## src/include/imc_defs.vh

```
// Register map, field positions, reset values and encodings of the interface/clock block
`ifndef IMC_DEFS_VH
`define IMC_DEFS_VH

// ---------------------------------------------------------------
// Register offsets
// ---------------------------------------------------------------
`define IMC_OFS_CLK_MODE      8'h01
`define IMC_OFS_DATA_PATH     8'h0d
`define IMC_OFS_IFACE_CFG     8'h0e
`define IMC_OFS_CLK_CFG_PRI   8'h0f
`define IMC_OFS_CLK_CFG_SEC   8'h10
`define IMC_OFS_STATUS        8'h1f

// ---------------------------------------------------------------
// Reset values
// ---------------------------------------------------------------
`define IMC_RST_CLK_MODE      8'h00
`define IMC_RST_DATA_PATH     8'h00
`define IMC_RST_IFACE_CFG     8'h10
`define IMC_RST_CLK_CFG_PRI   8'h00
`define IMC_RST_CLK_CFG_SEC   8'h00

// ---------------------------------------------------------------
// Field positions
// ---------------------------------------------------------------
`define IMC_BIT_LOOPBACK      5
`define IMC_BIT_DUPLEX        4
`define IMC_BIT_DIRECTION     3
`define IMC_BIT_WIDTH_10      2
`define IMC_BIT_DIR_OVERRIDE  1
`define IMC_BIT_CLONE         0
`define IMC_BIT_PLL_BYPASS    7
`define IMC_BIT_ADC_DIV2      5
`define IMC_BIT_ALT_TIMING    4
`define IMC_BIT_DIV5          3
`define IMC_MSB_MULT          2
`define IMC_BIT_LOOP_TO_PIN2  5
`define IMC_BIT_PIN2_ENABLE   2
`define IMC_MSB_CLK_MODE      7
`define IMC_LSB_CLK_MODE      5
`define IMC_MSB_INTERP        1

// ---------------------------------------------------------------
// Encodings and ratios
// ---------------------------------------------------------------
`define IMC_MULT_1X           3'h0
`define IMC_MULT_2X           3'h1
`define IMC_MULT_4X           3'h2
`define IMC_MULT_8X           3'h3
`define IMC_MULT_16X          3'h4
`define IMC_INTERP_NONE       2'h0
`define IMC_INTERP_2X         2'h1
`define IMC_INTERP_4X         2'h2
`define IMC_RATIO_DIV5        3'h5
`define IMC_RATIO_DIV2        3'h2
`define IMC_RATIO_NONE        3'h1

`endif
```

## src/hdl/imc_tick_div.v

```verilog
// Clock-enable divider: passes one input tick out of every ratio ticks
`timescale 1ns/1ps
module imc_tick_div (
  clock,
  sys_rst,
  clk_en,
  tick_in,
  ratio,
  tick_out
);
  input  wire       clock;
  input  wire       sys_rst;
  input  wire       clk_en;
  input  wire       tick_in;
  input  wire [2:0] ratio;
  output reg        tick_out;

  reg [2:0] count_q;

  // ---------------------------------------------------------------
  // Counter
  // ---------------------------------------------------------------
  // Ratio 0 or 1 passes every tick; a ratio change keeps the count, so the first tick after it may pass early
  always @(posedge clock or posedge sys_rst) begin
    if (sys_rst) begin
      count_q  <= 3'h0;
      tick_out <= 1'b0;
    end else if (clk_en) begin
      tick_out <= 1'b0;
      if (tick_in) begin
        if (ratio <= 3'h1 || count_q >= ratio - 3'h1) begin
          count_q  <= 3'h0;
          tick_out <= 1'b1;
        end else begin
          count_q <= count_q + 3'h1;
        end
      end
    end
  end
endmodule // imc_tick_div

```

## src/hdl/imc_top.v

```verilog
// Interface mode and clock source configuration with digital loopback path
`timescale 1ns/1ps
`include "imc_defs.vh"
module imc_top (
  clock,
  sys_rst,
  clk_en,
  reg_addr,
  reg_wdata,
  reg_wr,
  reg_rd,
  reg_rdata,
  direction_pin,
  ref_tick,
  pll_tick,
  tx_word_in,
  tx_word_valid,
  adc_word,
  adc_word_valid,
  second_pin_func,
  full_duplex_mode,
  half_duplex_10bit_mode,
  half_duplex_20bit_mode,
  clone_mode_active,
  tx_direction_active,
  rx_direction_active,
  loopback_active,
  pll_mult_code,
  pll_mult_factor,
  pll_mult_invalid,
  pll_running,
  tx_clk_tick,
  rx_clk_tick,
  adc_clk_tick,
  second_interface_pin,
  dac_word,
  dac_word_valid,
  rx_bus_word,
  rx_bus_valid
);
  input  wire       clock;
  input  wire       sys_rst;
  input  wire       clk_en;
  input  wire [7:0] reg_addr;
  input  wire [7:0] reg_wdata;
  input  wire       reg_wr;
  input  wire       reg_rd;
  output reg  [7:0] reg_rdata;
  input  wire       direction_pin;
  input  wire       ref_tick;
  input  wire       pll_tick;
  input  wire [9:0] tx_word_in;
  input  wire       tx_word_valid;
  input  wire [9:0] adc_word;
  input  wire       adc_word_valid;
  input  wire       second_pin_func;
  output reg        full_duplex_mode;
  output reg        half_duplex_10bit_mode;
  output reg        half_duplex_20bit_mode;
  output reg        clone_mode_active;
  output reg        tx_direction_active;
  output reg        rx_direction_active;
  output reg        loopback_active;
  output reg  [2:0] pll_mult_code;
  output reg  [4:0] pll_mult_factor;
  output reg        pll_mult_invalid;
  output reg        pll_running;
  output reg        tx_clk_tick;
  output reg        rx_clk_tick;
  output reg        adc_clk_tick;
  output reg        second_interface_pin;
  output reg  [9:0] dac_word;
  output reg        dac_word_valid;
  output reg  [9:0] rx_bus_word;
  output reg        rx_bus_valid;

  localparam [1:0] ST_IDLE   = 2'b01;
  localparam [1:0] ST_REPEAT = 2'b10;

  reg  [7:0] clk_mode_q;
  reg  [7:0] data_path_q;
  reg  [7:0] iface_cfg_q;
  reg  [7:0] clk_cfg_pri_q;
  reg  [7:0] clk_cfg_sec_q;
  reg        dir_meta_q;
  reg        dir_sync_q;
  reg  [1:0] state_q;
  reg  [1:0] rep_cnt_q;
  reg  [9:0] pend_word_q;
  reg        pend_valid_q;
  reg  [9:0] hold_word_q;
  reg  [7:0] status_d;
  reg  [4:0] factor_d;
  reg        invalid_d;
  reg  [1:0] interp_reps_d;

  wire       loop_on;
  wire       clone_on;
  wire       duplex_full;
  wire       fd_d;
  wire       half_duplex_10bit_mode_d;
  wire       half_duplex_20bit_mode_d;
  wire       dir_eff;
  wire       bypass;
  wire       alt_timing;
  wire       pin2_valid;
  wire       accept_tx;
  wire       div5_tick;
  wire       adc_src_tick;
  wire       adc_div_tick;
  wire       tx_tick_d;
  wire [1:0] interp_code;

  // ---------------------------------------------------------------
  // Register file
  // ---------------------------------------------------------------
  always @(posedge clock or posedge sys_rst) begin
    if (sys_rst) begin
      clk_mode_q    <= `IMC_RST_CLK_MODE;
      data_path_q   <= `IMC_RST_DATA_PATH;
      iface_cfg_q   <= `IMC_RST_IFACE_CFG;
      clk_cfg_pri_q <= `IMC_RST_CLK_CFG_PRI;
      clk_cfg_sec_q <= `IMC_RST_CLK_CFG_SEC;
    end else if (clk_en && reg_wr) begin
      case (reg_addr)
        `IMC_OFS_CLK_MODE: begin
          // Only the clock mode field and the second pin enable are held here
          clk_mode_q <= {reg_wdata[`IMC_MSB_CLK_MODE:`IMC_LSB_CLK_MODE], 2'h0,
                         reg_wdata[`IMC_BIT_PIN2_ENABLE], 2'h0};
        end
        `IMC_OFS_DATA_PATH:   data_path_q   <= {6'h00, reg_wdata[`IMC_MSB_INTERP:0]};
        `IMC_OFS_IFACE_CFG:   iface_cfg_q   <= {2'h0, reg_wdata[5:0]};
        `IMC_OFS_CLK_CFG_PRI: clk_cfg_pri_q <= {reg_wdata[7], 1'b0, reg_wdata[5:0]};
        `IMC_OFS_CLK_CFG_SEC: begin
          clk_cfg_sec_q <= {2'h0, reg_wdata[5], 2'h0, reg_wdata[2], 2'h0};
        end
        default: begin
        end
      endcase
    end
  end

  always @(posedge clock or posedge sys_rst) begin
    if (sys_rst) begin
      reg_rdata <= 8'h00;
    end else if (clk_en) begin
      reg_rdata <= 8'h00;
      if (reg_rd) begin
        case (reg_addr)
          `IMC_OFS_CLK_MODE:    reg_rdata <= clk_mode_q;
          `IMC_OFS_DATA_PATH:   reg_rdata <= data_path_q;
          `IMC_OFS_IFACE_CFG:   reg_rdata <= iface_cfg_q;
          `IMC_OFS_CLK_CFG_PRI: reg_rdata <= clk_cfg_pri_q;
          `IMC_OFS_CLK_CFG_SEC: reg_rdata <= clk_cfg_sec_q;
          `IMC_OFS_STATUS:      reg_rdata <= status_d;
          default:              reg_rdata <= 8'h00;
        endcase
      end
    end
  end

  // ---------------------------------------------------------------
  // Interface mode decode
  // ---------------------------------------------------------------
  assign loop_on     = iface_cfg_q[`IMC_BIT_LOOPBACK];
  assign clone_on    = iface_cfg_q[`IMC_BIT_CLONE];
  // Clone mode relies on software also writing clock mode 111; not enforced
  assign duplex_full = iface_cfg_q[`IMC_BIT_DUPLEX] & ~clone_on;
  assign fd_d        = duplex_full;
  assign half_duplex_10bit_mode_d      = ~clone_on & ~duplex_full & iface_cfg_q[`IMC_BIT_WIDTH_10];
  assign half_duplex_20bit_mode_d      = ~clone_on & ~duplex_full & ~iface_cfg_q[`IMC_BIT_WIDTH_10];
  assign dir_eff     = iface_cfg_q[`IMC_BIT_DIR_OVERRIDE] ?
                       iface_cfg_q[`IMC_BIT_DIRECTION] : dir_sync_q;

  // The direction pin is asynchronous to this clock
  always @(posedge clock or posedge sys_rst) begin
    if (sys_rst) begin
      dir_meta_q <= 1'b0;
      dir_sync_q <= 1'b0;
    end else if (clk_en) begin
      dir_meta_q <= direction_pin;
      dir_sync_q <= dir_meta_q;
    end
  end

  // ---------------------------------------------------------------
  // Clock source selection
  // ---------------------------------------------------------------
  assign bypass       = clk_cfg_pri_q[`IMC_BIT_PLL_BYPASS];
  assign alt_timing   = clk_cfg_pri_q[`IMC_BIT_ALT_TIMING];
  assign interp_code  = data_path_q[`IMC_MSB_INTERP:0];
  assign adc_src_tick = (alt_timing && !bypass) ? pll_tick : ref_tick;
  assign tx_tick_d    = bypass ? ref_tick : div5_tick;
  assign pin2_valid   = clk_cfg_sec_q[`IMC_BIT_LOOP_TO_PIN2] &
                        (fd_d | clk_mode_q[`IMC_BIT_PIN2_ENABLE]);

  imc_tick_div u_div5 (
    .clock    (clock),
    .sys_rst  (sys_rst),
    .clk_en   (clk_en),
    .tick_in  (pll_tick),
    .ratio    (clk_cfg_pri_q[`IMC_BIT_DIV5] ? `IMC_RATIO_DIV5 : `IMC_RATIO_NONE),
    .tick_out (div5_tick)
  );

  imc_tick_div u_adc_div (
    .clock    (clock),
    .sys_rst  (sys_rst),
    .clk_en   (clk_en),
    .tick_in  (adc_src_tick),
    .ratio    (clk_cfg_pri_q[`IMC_BIT_ADC_DIV2] ? `IMC_RATIO_DIV2 : `IMC_RATIO_NONE),
    .tick_out (adc_div_tick)
  );

  always @* begin
    invalid_d = 1'b0;
    case (clk_cfg_pri_q[`IMC_MSB_MULT:0])
      `IMC_MULT_1X:  factor_d = 5'h01;
      `IMC_MULT_2X:  factor_d = 5'h02;
      `IMC_MULT_4X:  factor_d = 5'h04;
      `IMC_MULT_8X:  factor_d = 5'h08;
      `IMC_MULT_16X: factor_d = 5'h10;
      default: begin
        factor_d  = 5'h01;
        invalid_d = 1'b1;
      end
    endcase
    case (interp_code)
      `IMC_INTERP_2X: interp_reps_d = 2'h1;
      `IMC_INTERP_4X: interp_reps_d = 2'h3;
      default:        interp_reps_d = 2'h0;
    endcase
    status_d = {loop_on, clone_on, half_duplex_20bit_mode_d, half_duplex_10bit_mode_d, fd_d, dir_eff, invalid_d, pin2_valid};
  end

  // ---------------------------------------------------------------
  // Registered mode and clock outputs
  // ---------------------------------------------------------------
  always @(posedge clock or posedge sys_rst) begin
    if (sys_rst) begin
      full_duplex_mode       <= 1'b1;
      half_duplex_10bit_mode <= 1'b0;
      half_duplex_20bit_mode <= 1'b0;
      clone_mode_active      <= 1'b0;
      tx_direction_active    <= 1'b1;
      rx_direction_active    <= 1'b1;
      loopback_active        <= 1'b0;
      pll_mult_code          <= `IMC_MULT_1X;
      pll_mult_factor        <= 5'h01;
      pll_mult_invalid       <= 1'b0;
      pll_running            <= 1'b0;
      tx_clk_tick            <= 1'b0;
      rx_clk_tick            <= 1'b0;
      adc_clk_tick           <= 1'b0;
      second_interface_pin   <= 1'b0;
    end else if (clk_en) begin
      full_duplex_mode       <= fd_d;
      half_duplex_10bit_mode <= half_duplex_10bit_mode_d;
      half_duplex_20bit_mode <= half_duplex_20bit_mode_d;
      clone_mode_active      <= clone_on;
      tx_direction_active    <= fd_d | dir_eff;
      rx_direction_active    <= fd_d | ~dir_eff;
      loopback_active        <= loop_on;
      pll_mult_code          <= clk_cfg_pri_q[`IMC_MSB_MULT:0];
      pll_mult_factor        <= factor_d;
      pll_mult_invalid       <= invalid_d;
      // The loop is never stopped by bypass, so relocking is not needed on exit
      pll_running            <= 1'b1;
      tx_clk_tick            <= tx_tick_d;
      rx_clk_tick            <= (alt_timing && !bypass) ? pll_tick : ref_tick;
      adc_clk_tick           <= adc_div_tick;
      second_interface_pin   <= pin2_valid ? pll_tick : second_pin_func;
    end
  end

  // ---------------------------------------------------------------
  // Transmit path with hold interpolation
  // ---------------------------------------------------------------
  // In loopback the bus is taken as in full duplex whatever the mode bits say,
  // since the controller is expected to have set full duplex first
  assign accept_tx = tx_word_valid & (loop_on | fd_d | dir_eff);

  // One pending word only; a newer word overwrites one not yet sent
  always @(posedge clock or posedge sys_rst) begin
    if (sys_rst) begin
      state_q        <= ST_IDLE;
      rep_cnt_q      <= 2'h0;
      pend_word_q    <= 10'h000;
      pend_valid_q   <= 1'b0;
      hold_word_q    <= 10'h000;
      dac_word       <= 10'h000;
      dac_word_valid <= 1'b0;
    end else if (clk_en) begin
      dac_word_valid <= 1'b0;
      if (accept_tx) begin
        pend_word_q  <= tx_word_in;
        pend_valid_q <= 1'b1;
      end
      if (tx_clk_tick) begin
        case (state_q)
          ST_IDLE: begin
            if (pend_valid_q) begin
              dac_word       <= pend_word_q;
              dac_word_valid <= 1'b1;
              hold_word_q    <= pend_word_q;
              rep_cnt_q      <= interp_reps_d;
              if (!accept_tx) begin
                pend_valid_q <= 1'b0;
              end
              if (interp_reps_d != 2'h0) begin
                state_q <= ST_REPEAT;
              end
            end
          end
          ST_REPEAT: begin
            dac_word       <= hold_word_q;
            dac_word_valid <= 1'b1;
            rep_cnt_q      <= rep_cnt_q - 2'h1;
            if (rep_cnt_q == 2'h1) begin
              state_q <= ST_IDLE;
            end
          end
          default: state_q <= ST_IDLE;
        endcase
      end
    end
  end

  // ---------------------------------------------------------------
  // Receive bus
  // ---------------------------------------------------------------
  always @(posedge clock or posedge sys_rst) begin
    if (sys_rst) begin
      rx_bus_word  <= 10'h000;
      rx_bus_valid <= 1'b0;
    end else if (clk_en) begin
      if (loop_on) begin
        rx_bus_word  <= dac_word;
        rx_bus_valid <= dac_word_valid;
      end else begin
        rx_bus_word  <= adc_word;
        rx_bus_valid <= adc_word_valid & (fd_d | ~dir_eff);
      end
    end
  end
endmodule // imc_top

```

## config.mk

```make
export PLATFORM = sky130hd
export DESIGN_NAME = imc_top
export DESIGN_NICKNAME = d
export VERILOG_FILES = /design/src/hdl/imc_tick_div.v /design/src/hdl/imc_top.v
export VERILOG_INCLUDE_DIRS = /design/src /design/src/include
export SDC_FILE = /design/constraint.sdc
export NUM_CORES = 1
export LEC_CHECK = 0
export BUFFER_PORTS_ARGS = -buffer_cell sky130_fd_sc_hd__buf_2
export CAP_MARGIN = 20
export CORE_ASPECT_RATIO = 1.75
export CORE_MARGIN = 1
export CORE_UTILIZATION = 45
export DETAILED_ROUTE_END_ITERATION = 6
export GPL_TIMING_DRIVEN = 0
export PLACE_DENSITY = 0.77
export SLEW_MARGIN = 20
export SYNTH_ARGS = -nofsm -noshare
export SYNTH_HDL_FRONTEND = slang
export SYNTH_SLANG_ARGS = --single-unit
```

## constraint.sdc

```tcl
create_clock -name clock -period 3.5 [get_ports clock]
set_input_delay 0.7 -clock clock [delete_from_list [all_inputs] [get_ports clock]]
set_output_delay 0.7 -clock clock [all_outputs]
set_load 0.005 [all_outputs]
```

==> run summary, run 1 <==
## Global routing
- **global routing's busiest layer** met2
- **grt total ovfl** 0
- **pin count of the biggest net entering global routing** 35
- **global-route track usage on met2** 39.2%
- **gr usage total** 22.6%
- **GR Util met3** 4.36%
- **wire length of the first global-routing pass** 19,200 um
- **GR Layer Usage met1** 25.3%
- **initial antenna violation count** 0
- **number of global-route vias before repair** 3,841

## CTS
- **number of buffers created by CTS** 9
- **clock latency of the later-clocked register in the worst-skew pair** 350 ps
- **CTS clk-pin slew, worst paths** 70 ps
- **clock sink count** 107
- **H-Tree Depth** 3
- **TritonCTS clock tree** done
- **clock buffer depth** 2
- **Post-CTS Hold Buffers** 0
- **number of cells upsized or downsized after cts** 0
- **Clk Tree Root Cell** sky130_fd_sc_hd__clkbuf_16
- **postcts setup bufs** 0

## Timing
- **ratio of final minimum period to clock period** 57.8%
- **maximum clock rate** 495 MHz
- **worst-margin pin slew** 839 ps
- **setup clock skew after layout** 6.78 ps
- **Final Hold Vio Count** 0
- **Final Critical Period** 2020 ps
- **setup TNS** 0 ps
- **Final setup violation count** 0
- **number of slew-limit violations in the final report** 0
- **Hold Slack** 360 ps
- **tightest slew margin relative to the limit** 43.5%
- **RSZ-0062 raised after global routing** no

## Power and ir drop
- **Max VDD drop** 0.463 mV
- **Int Power** 0.00245 W
- **share of total power in combinational logic** 20.7%
- **switching power summed over all nets** 0.000965 W
- **sequential cell fraction of total power** 47.5%
- **switching power as a share of total power** 28.2%
- **total power density per cell area** 575 nW/um^2
- **leakage power total** 2.77 nW
- **fraction of power consumed by the clock network** 31.9%

## Routing
- **WL final** 11,900 um
- **via count** 3,672
- **detailed router's first-iteration violation count** 165
- **WL per Instance** 17.6 um
- **count of nets left with antenna violations after detail routing** 0
- **Avg Vias per Cell** 5.44
- **first-pass detailed-route iteration total** 4
- **post-detailed-route DRC marker count** 0

## Floorplanning
- **chip height** 140 um
- **number of core rows** 50
- **die width** 81.0 um
- **starting density of the core** 46.2%
- **count of boundary I/O pins** 98
- **overall die area** 11,300 um^2
- **core region area** 10,600 um^2

## Critical path
- **data required time of the critical path** 3700 ps
- **critical-path maximum fanout** 7
- **Critical Path Start Type** register
- **critical path arrival** 2220 ps
- **delay of the slowest critical-path stage** 690 ps
- **buffers plus inverters on the worst setup path** 0
- **most common cell type on the critical path** sky130_fd_sc_hd__o22ai_1
- **standard cell with the maximum stage delay on the critical path** sky130_fd_sc_hd__o21ai_0
- **category of cells accounting for the largest share of critical-path delay** compound AO/OA/AOI/OAI gates
- **crit end category** register
- **critical path class** reg2reg
- **ordered cell list for the critical path** and2b_1 -> o21ai_0 -> o22ai_1 -> a41oi_1 -> o22ai_1

## Logic synthesis
- **synthesized instance count** 430
- **Avg Cell Area, Syn** 11.4 um^2
- **post-synthesis compound-gate area fraction** 10.1%
- **adder and majority gate portion of the synthesized area** 1.78%
- **Post-Synth Simple-Gate Area** 10.4%
- **flops & latches, synth** 107
- **count of flip-flops with a built-in enable after synthesis** 0
- **biggest area contributors in the synthesized netlist** sky130_fd_sc_hd__dfrtp_1 51%, sky130_fd_sc_hd__mux2_2 11%, sky130_fd_sc_hd__mux2i_1 5.7%, sky130_fd_sc_hd__a21oi_1 3.6%, sky130_fd_sc_hd__dfstp_2 3.2%
- **cell area after synthesis** 4910 um^2
- **most common cell in the netlist** sky130_fd_sc_hd__dfrtp_1
- **number of nets in the synthesized netlist** 484
- **Syn. warnings** 0
- **Seq/Total Area, Yosys** 54.7%
- **main combinational cell family by area after synthesis** multiplexers
- **XOR/XNOR share of the synthesized area** 0.178%
- **Cell variety after synth** 45
- **cell type with the largest total area after synthesis** sky130_fd_sc_hd__dfrtp_1
- **Top FF cell, synth** sky130_fd_sc_hd__dfrtp_1
- **post-synthesis mux area share** 18.2%
- **proportion of register bits with asynchronous set or reset after synthesis** 100%
- **most frequent cells after synthesis** 101 x sky130_fd_sc_hd__dfrtp_1, 49 x sky130_fd_sc_hd__mux2_2, 41 x sky130_fd_sc_hd__nor2_1
- **proportion of netlist area held by the largest area contributor** 51.5%

## Cells and area
- **Fill cells** 938
- **number of nets in the final layout** 594
- **share of cells above drive strength 1** 35.6%
- **Ant. Diodes** 0
- **P&R area growth vs syn** 21.2%

## Placed design
- **routability-driven placement congestion ratio** 0.909
- **DP HPWL** 8990 um
- **number of input and output port buffers inserted** 96

## Min path
- **Hold Crit Class** in2async

## Status
- **result of the run** finished clean

## Run
- **Maximum Capacitance Violations** 0

[routing by layer]
| metal | share of wire, % | up-vias | wire, um |
|---|---|---|---|
| met5 | 0 | - | 0 |
| met3 | 4.5 | 32 | 533 |
| li1 | - | 1726 | - |
| met2 | 54 | 107 | 6420 |
| met4 | 4.8 | 0 | 566 |
| met1 | 37 | 1807 | 4380 |
[power by group through the flow]
stage / clock network, W / logic [W] / registers [W]
6_report: 0.00109 / 0.000707 / 0.00162
5_1_grt: 0.00116 / 0.000792 / 0.00166
4_1_cts: 0.00111 / 0.000717 / 0.00162
3_5_place_dp: 0 / 0.000712 / 0.00164
3_3_place_gp: 0 / 0.000674 / 0.00163
2_1_floorplan: 0 / 0.000464 / 0.00161
[logic make-up (layout without fill, tap and decap cells)]
kind of cell    count (synthesis)  after routing
buf+inv                        54            169
fa+ha+maj                       7              7
xor+xnor                        1              1
flops                         107            107
mux                            81             81
simple gates                   97             97
compound gates                 83             83
[flip-flops by register name, indices dropped and copies added (netlist names), 3 cells and up]
| name | count |
|---|---|
| dac_word | 10 |
| hold_word_q | 10 |
| pend_word_q | 10 |
| rx_bus_word | 10 |
| reg_rdata | 8 |
| clk_cfg_pri_q | 7 |
| iface_cfg_q | 6 |
| pll_mult_factor | 5 |
| clk_mode_q | 4 |
| pll_mult_code | 3 |
| u_adc_div.count_q | 3 |
| u_div5.count_q | 3 |
[area by class of cell]
type	instances	area, um^2	area share [%]
Timing Repair Buffer	99	548	9.21
Sequential cell	107	2690	45.1
Clock buffer	9	225	3.79
Inverter	30	116	1.96
Clock inverter	7	100	1.68
Tap cell	130	163	2.73
Buffer	24	115	1.94
Multi-Input combinational cell	269	2000	33.6
[path summary, 6_finish.rpt]
kind                            cells past startpoint  slack [ps]                start                   to
worst max-delay path                                5        1480       iface_cfg_q[0]         reg_rdata[0]
worst min-delay path                                2         360              sys_rst        clk_mode_q[5]
worst max register to register                      5        1480       iface_cfg_q[0]         reg_rdata[0]
worst min register to register                      2         500  rx_direction_active  rx_direction_active
max in group asynchronous                           5        2130              sys_rst   pll_mult_factor[0]
min in group clock                                  2         500  rx_direction_active  rx_direction_active
[cells in the final DEF (no fill, tap or decap), drive strengths merged, types with 10 or more instances in the layout]
master | netlist | routed
buf | 15 | 114
dfrtp | 101 | 101
mux2 | 53 | 53
nor2 | 42 | 42
a21oi | 35 | 35
inv | 30 | 30
mux2i | 28 | 28
clkbuf | 9 | 18
nand2 | 16 | 16
o22ai | 13 | 13
o21ai | 11 | 11
nand3 | 10 | 10
[stage by stage]
stage,area [um^2],instances,power [W],setup WS [ps],util (%)
detailed placement,5620,659,0.00235,1260,52.9
floorplan,4910,430,0.00208,1520,-
global placement,5560,656,0.00230,901,52.2
finish,5950,675,0.00342,1480,55.9
global route,5950,675,0.00360,1410,55.9
CTS,5950,675,0.00345,1490,55.9
No activity file was read; power rests on OpenSTA's default activity.
==> run 2, diff against run 1 <==
--- a/config.mk
+++ b/config.mk
@@ -13,7 +13,7 @@
 export CORE_UTILIZATION = 45
 export DETAILED_ROUTE_END_ITERATION = 6
 export GPL_TIMING_DRIVEN = 0
-export PLACE_DENSITY = 0.77
+export PLACE_DENSITY = 0.74
 export SLEW_MARGIN = 20
 export SYNTH_ARGS = -nofsm -noshare
 export SYNTH_HDL_FRONTEND = slang
==> constraint.sdc (replaced) <==
create_clock -name clock -period 2 [get_ports clock]
set_input_delay 0.4 -clock clock [delete_from_list [all_inputs] [get_ports clock]]
set_output_delay 0.4 -clock clock [all_outputs]
set_load 0.005 [all_outputs]
==> run 2 against run 1 <==
  * Clock-buffer cell count increased by 2
  * Largest cell class unchanged
  * First-iteration DRC count increased by 82%
  * Clock power increased by 77%
  * Die area unchanged
  * Combinational power increased by 78%
  * Register-to-register slack worse by 1400 ps
  * Non-clock buffer count did not move
  * Largest power group unchanged
  * Setup slack worse by 1400 ps
  * Maximum frequency is 4.8% higher
  * Sequential power up 75%
  * Flip-flop and latch count stayed put
==> run summary, run 2 (synthesized netlist as in run 1, its figures left out) <==
## CTS
- **H-Tree Depth** 3
- **TritonCTS clock tree** done
- **CTS clk-pin slew, worst paths** 70 ps
- **Clk Tree Root Cell** sky130_fd_sc_hd__clkbuf_16
- **clock latency of the later-clocked register in the worst-skew pair** 350 ps
- **number of buffers created by CTS** 9
- **number of cells upsized or downsized after cts** 0
- **Post-CTS Hold Buffers** 0
- **clock buffer depth** 2
- **clock sink count** 107
- **postcts setup bufs** 0

## Power and ir drop
- **switching power as a share of total power** 28.1%
- **fraction of power consumed by the clock network** 32.0%
- **switching power summed over all nets** 0.00169 W
- **total power density per cell area** 1010 nW/um^2
- **leakage power total** 2.76 nW
- **share of total power in combinational logic** 20.9%
- **sequential cell fraction of total power** 47.1%
- **Int Power** 0.00433 W
- **Max VDD drop** 0.764 mV

## Routing
- **WL final** 12,000 um
- **via count** 3,719
- **detailed router's first-iteration violation count** 301
- **WL per Instance** 17.7 um
- **first-pass detailed-route iteration total** 5
- **Avg Vias per Cell** 5.51
- **post-detailed-route DRC marker count** 0
- **count of nets left with antenna violations after detail routing** 0

## Timing
- **slack of the critical path** 71.2 ps
- **worst-margin pin slew** 670 ps
- **setup clock skew after layout** 7.66 ps
- **setup TNS** 0 ps
- **tightest slew margin relative to the limit** 54.8%
- **Final Hold Vio Count** 0
- **maximum clock rate** 518 MHz
- **Final setup violation count** 0
- **RSZ-0062 raised after global routing** no
- **ratio of final minimum period to clock period** 96.4%
- **number of slew-limit violations in the final report** 0
- **Final Critical Period** 1930 ps

## Floorplanning
- **overall die area** 11,300 um^2
- **number of core rows** 50
- **count of boundary I/O pins** 98
- **core region area** 10,600 um^2
- **starting density of the core** 46.2%
- **chip height** 140 um
- **die width** 81.0 um

## Global routing
- **grt total ovfl** 0
- **gr usage total** 22.9%
- **wire length of the first global-routing pass** 19,300 um
- **pin count of the biggest net entering global routing** 36
- **initial antenna violation count** 0
- **number of global-route vias before repair** 3,868

## Critical path
- **data required time of the critical path** 2230 ps
- **Critical Path Start Type** register
- **crit end category** register
- **Worst Reg-to-Reg Cells** 5
- **critical register-to-register path endpoint** pend_word_q[6]
- **critical path class** reg2reg
- **critical path arrival** 2160 ps
- **worst reg2reg setup slack** 70 ps
- **crit path capture** pend_word_q[6]
- **Critical R2R Launch** iface_cfg_q[0]
- **critical-path maximum fanout** 10
- **first element of the critical path** iface_cfg_q[0]

## Cells and area
- **final std cells w/o fill** 675
- **final standard cell utilization of the core** 56.0%
- **most frequent cells in the layout** 104 x sky130_fd_sc_hd__buf_2, 101 x sky130_fd_sc_hd__dfrtp_1, 49 x sky130_fd_sc_hd__mux2_2
- **number of nets in the final layout** 594
- **P&R area growth vs syn** 21.2%
- **commonest non-fill, non-tap cell in the layout** sky130_fd_sc_hd__buf_2
- **Ant. Diodes** 0
- **share of cells above drive strength 1** 35.6%
- **Fill cells** 933

## Placed design
- **DP HPWL** 9040 um
- **routability-driven placement congestion ratio** 0.930
- **number of input and output port buffers inserted** 96
- **DP Cell Count** 659
- **pre-CTS WS** 63.1 ps

## Min path
- **Hold Crit Class** in2async

## Run
- **Maximum Capacitance Violations** 0

## Status
- **result of the run** finished clean

## run 2: layout make-up
class,count,area (um^2),area share [%]
Tap cell,130,163,2.73
Multi-Input combinational cell,269,2000,33.5
Buffer,24,116,1.96
Sequential cell,107,2690,45.1
Timing Repair Buffer,99,548,9.21
Clock buffer,11,243,4.08
Inverter,30,116,1.96
Clock inverter,5,83.8,1.41
## run 2: critical path, stage by stage (launching register included)
cell	delay [ps]
sky130_fd_sc_hd__dfrtp_1	470
sky130_fd_sc_hd__and2b_1	360
sky130_fd_sc_hd__inv_1	80
sky130_fd_sc_hd__a31oi_1	280
sky130_fd_sc_hd__buf_4	260
sky130_fd_sc_hd__mux2_2	350
## run 2: power by group through the flow
stage | Combinational (W) | Sequential, W | Clock, W
finish | 0.00126 | 0.00284 | 0.00193
detailed placement | 0.00127 | 0.00286 | 0
global placement | 0.00119 | 0.00284 | 0
global route | 0.00139 | 0.00289 | 0.00203
CTS | 0.00127 | 0.00283 | 0.00195
floorplan | 0.000812 | 0.00282 | 0
## run 2: how the worst min path moves through the flow
stage / startpoint / to / cells after the start
5_1_grt: sys_rst / clk_cfg_sec_q[2] / 2
2_1_floorplan: u_adc_div.count_q[1] / u_adc_div.count_q[1] / 2
3_3_place_gp: pll_running / pll_running / 1
3_5_place_dp: pll_running / pll_running / 1
6_report: sys_rst / clk_cfg_sec_q[2] / 2
4_1_cts: sys_rst / clk_cfg_sec_q[2] / 2
## run 2: stage by stage
stage,power (W),cell area [um^2],hold slack [ps]
2_1_floorplan,0.00363,4910,458
3_3_place_gp,0.00404,5560,471
3_5_place_dp,0.00414,5620,466
4_1_cts,0.00606,5950,152
5_1_grt,0.00632,5950,183
6_report,0.00602,5950,141
## run 2: routing by layer
metal | global-route usage (%) | wire length (um)
met5 | 0 | 0
met4 | 11.3 | 501
met3 | 4.50 | 537
met2 | 40.9 | 6500
met1 | 25.1 | 4440
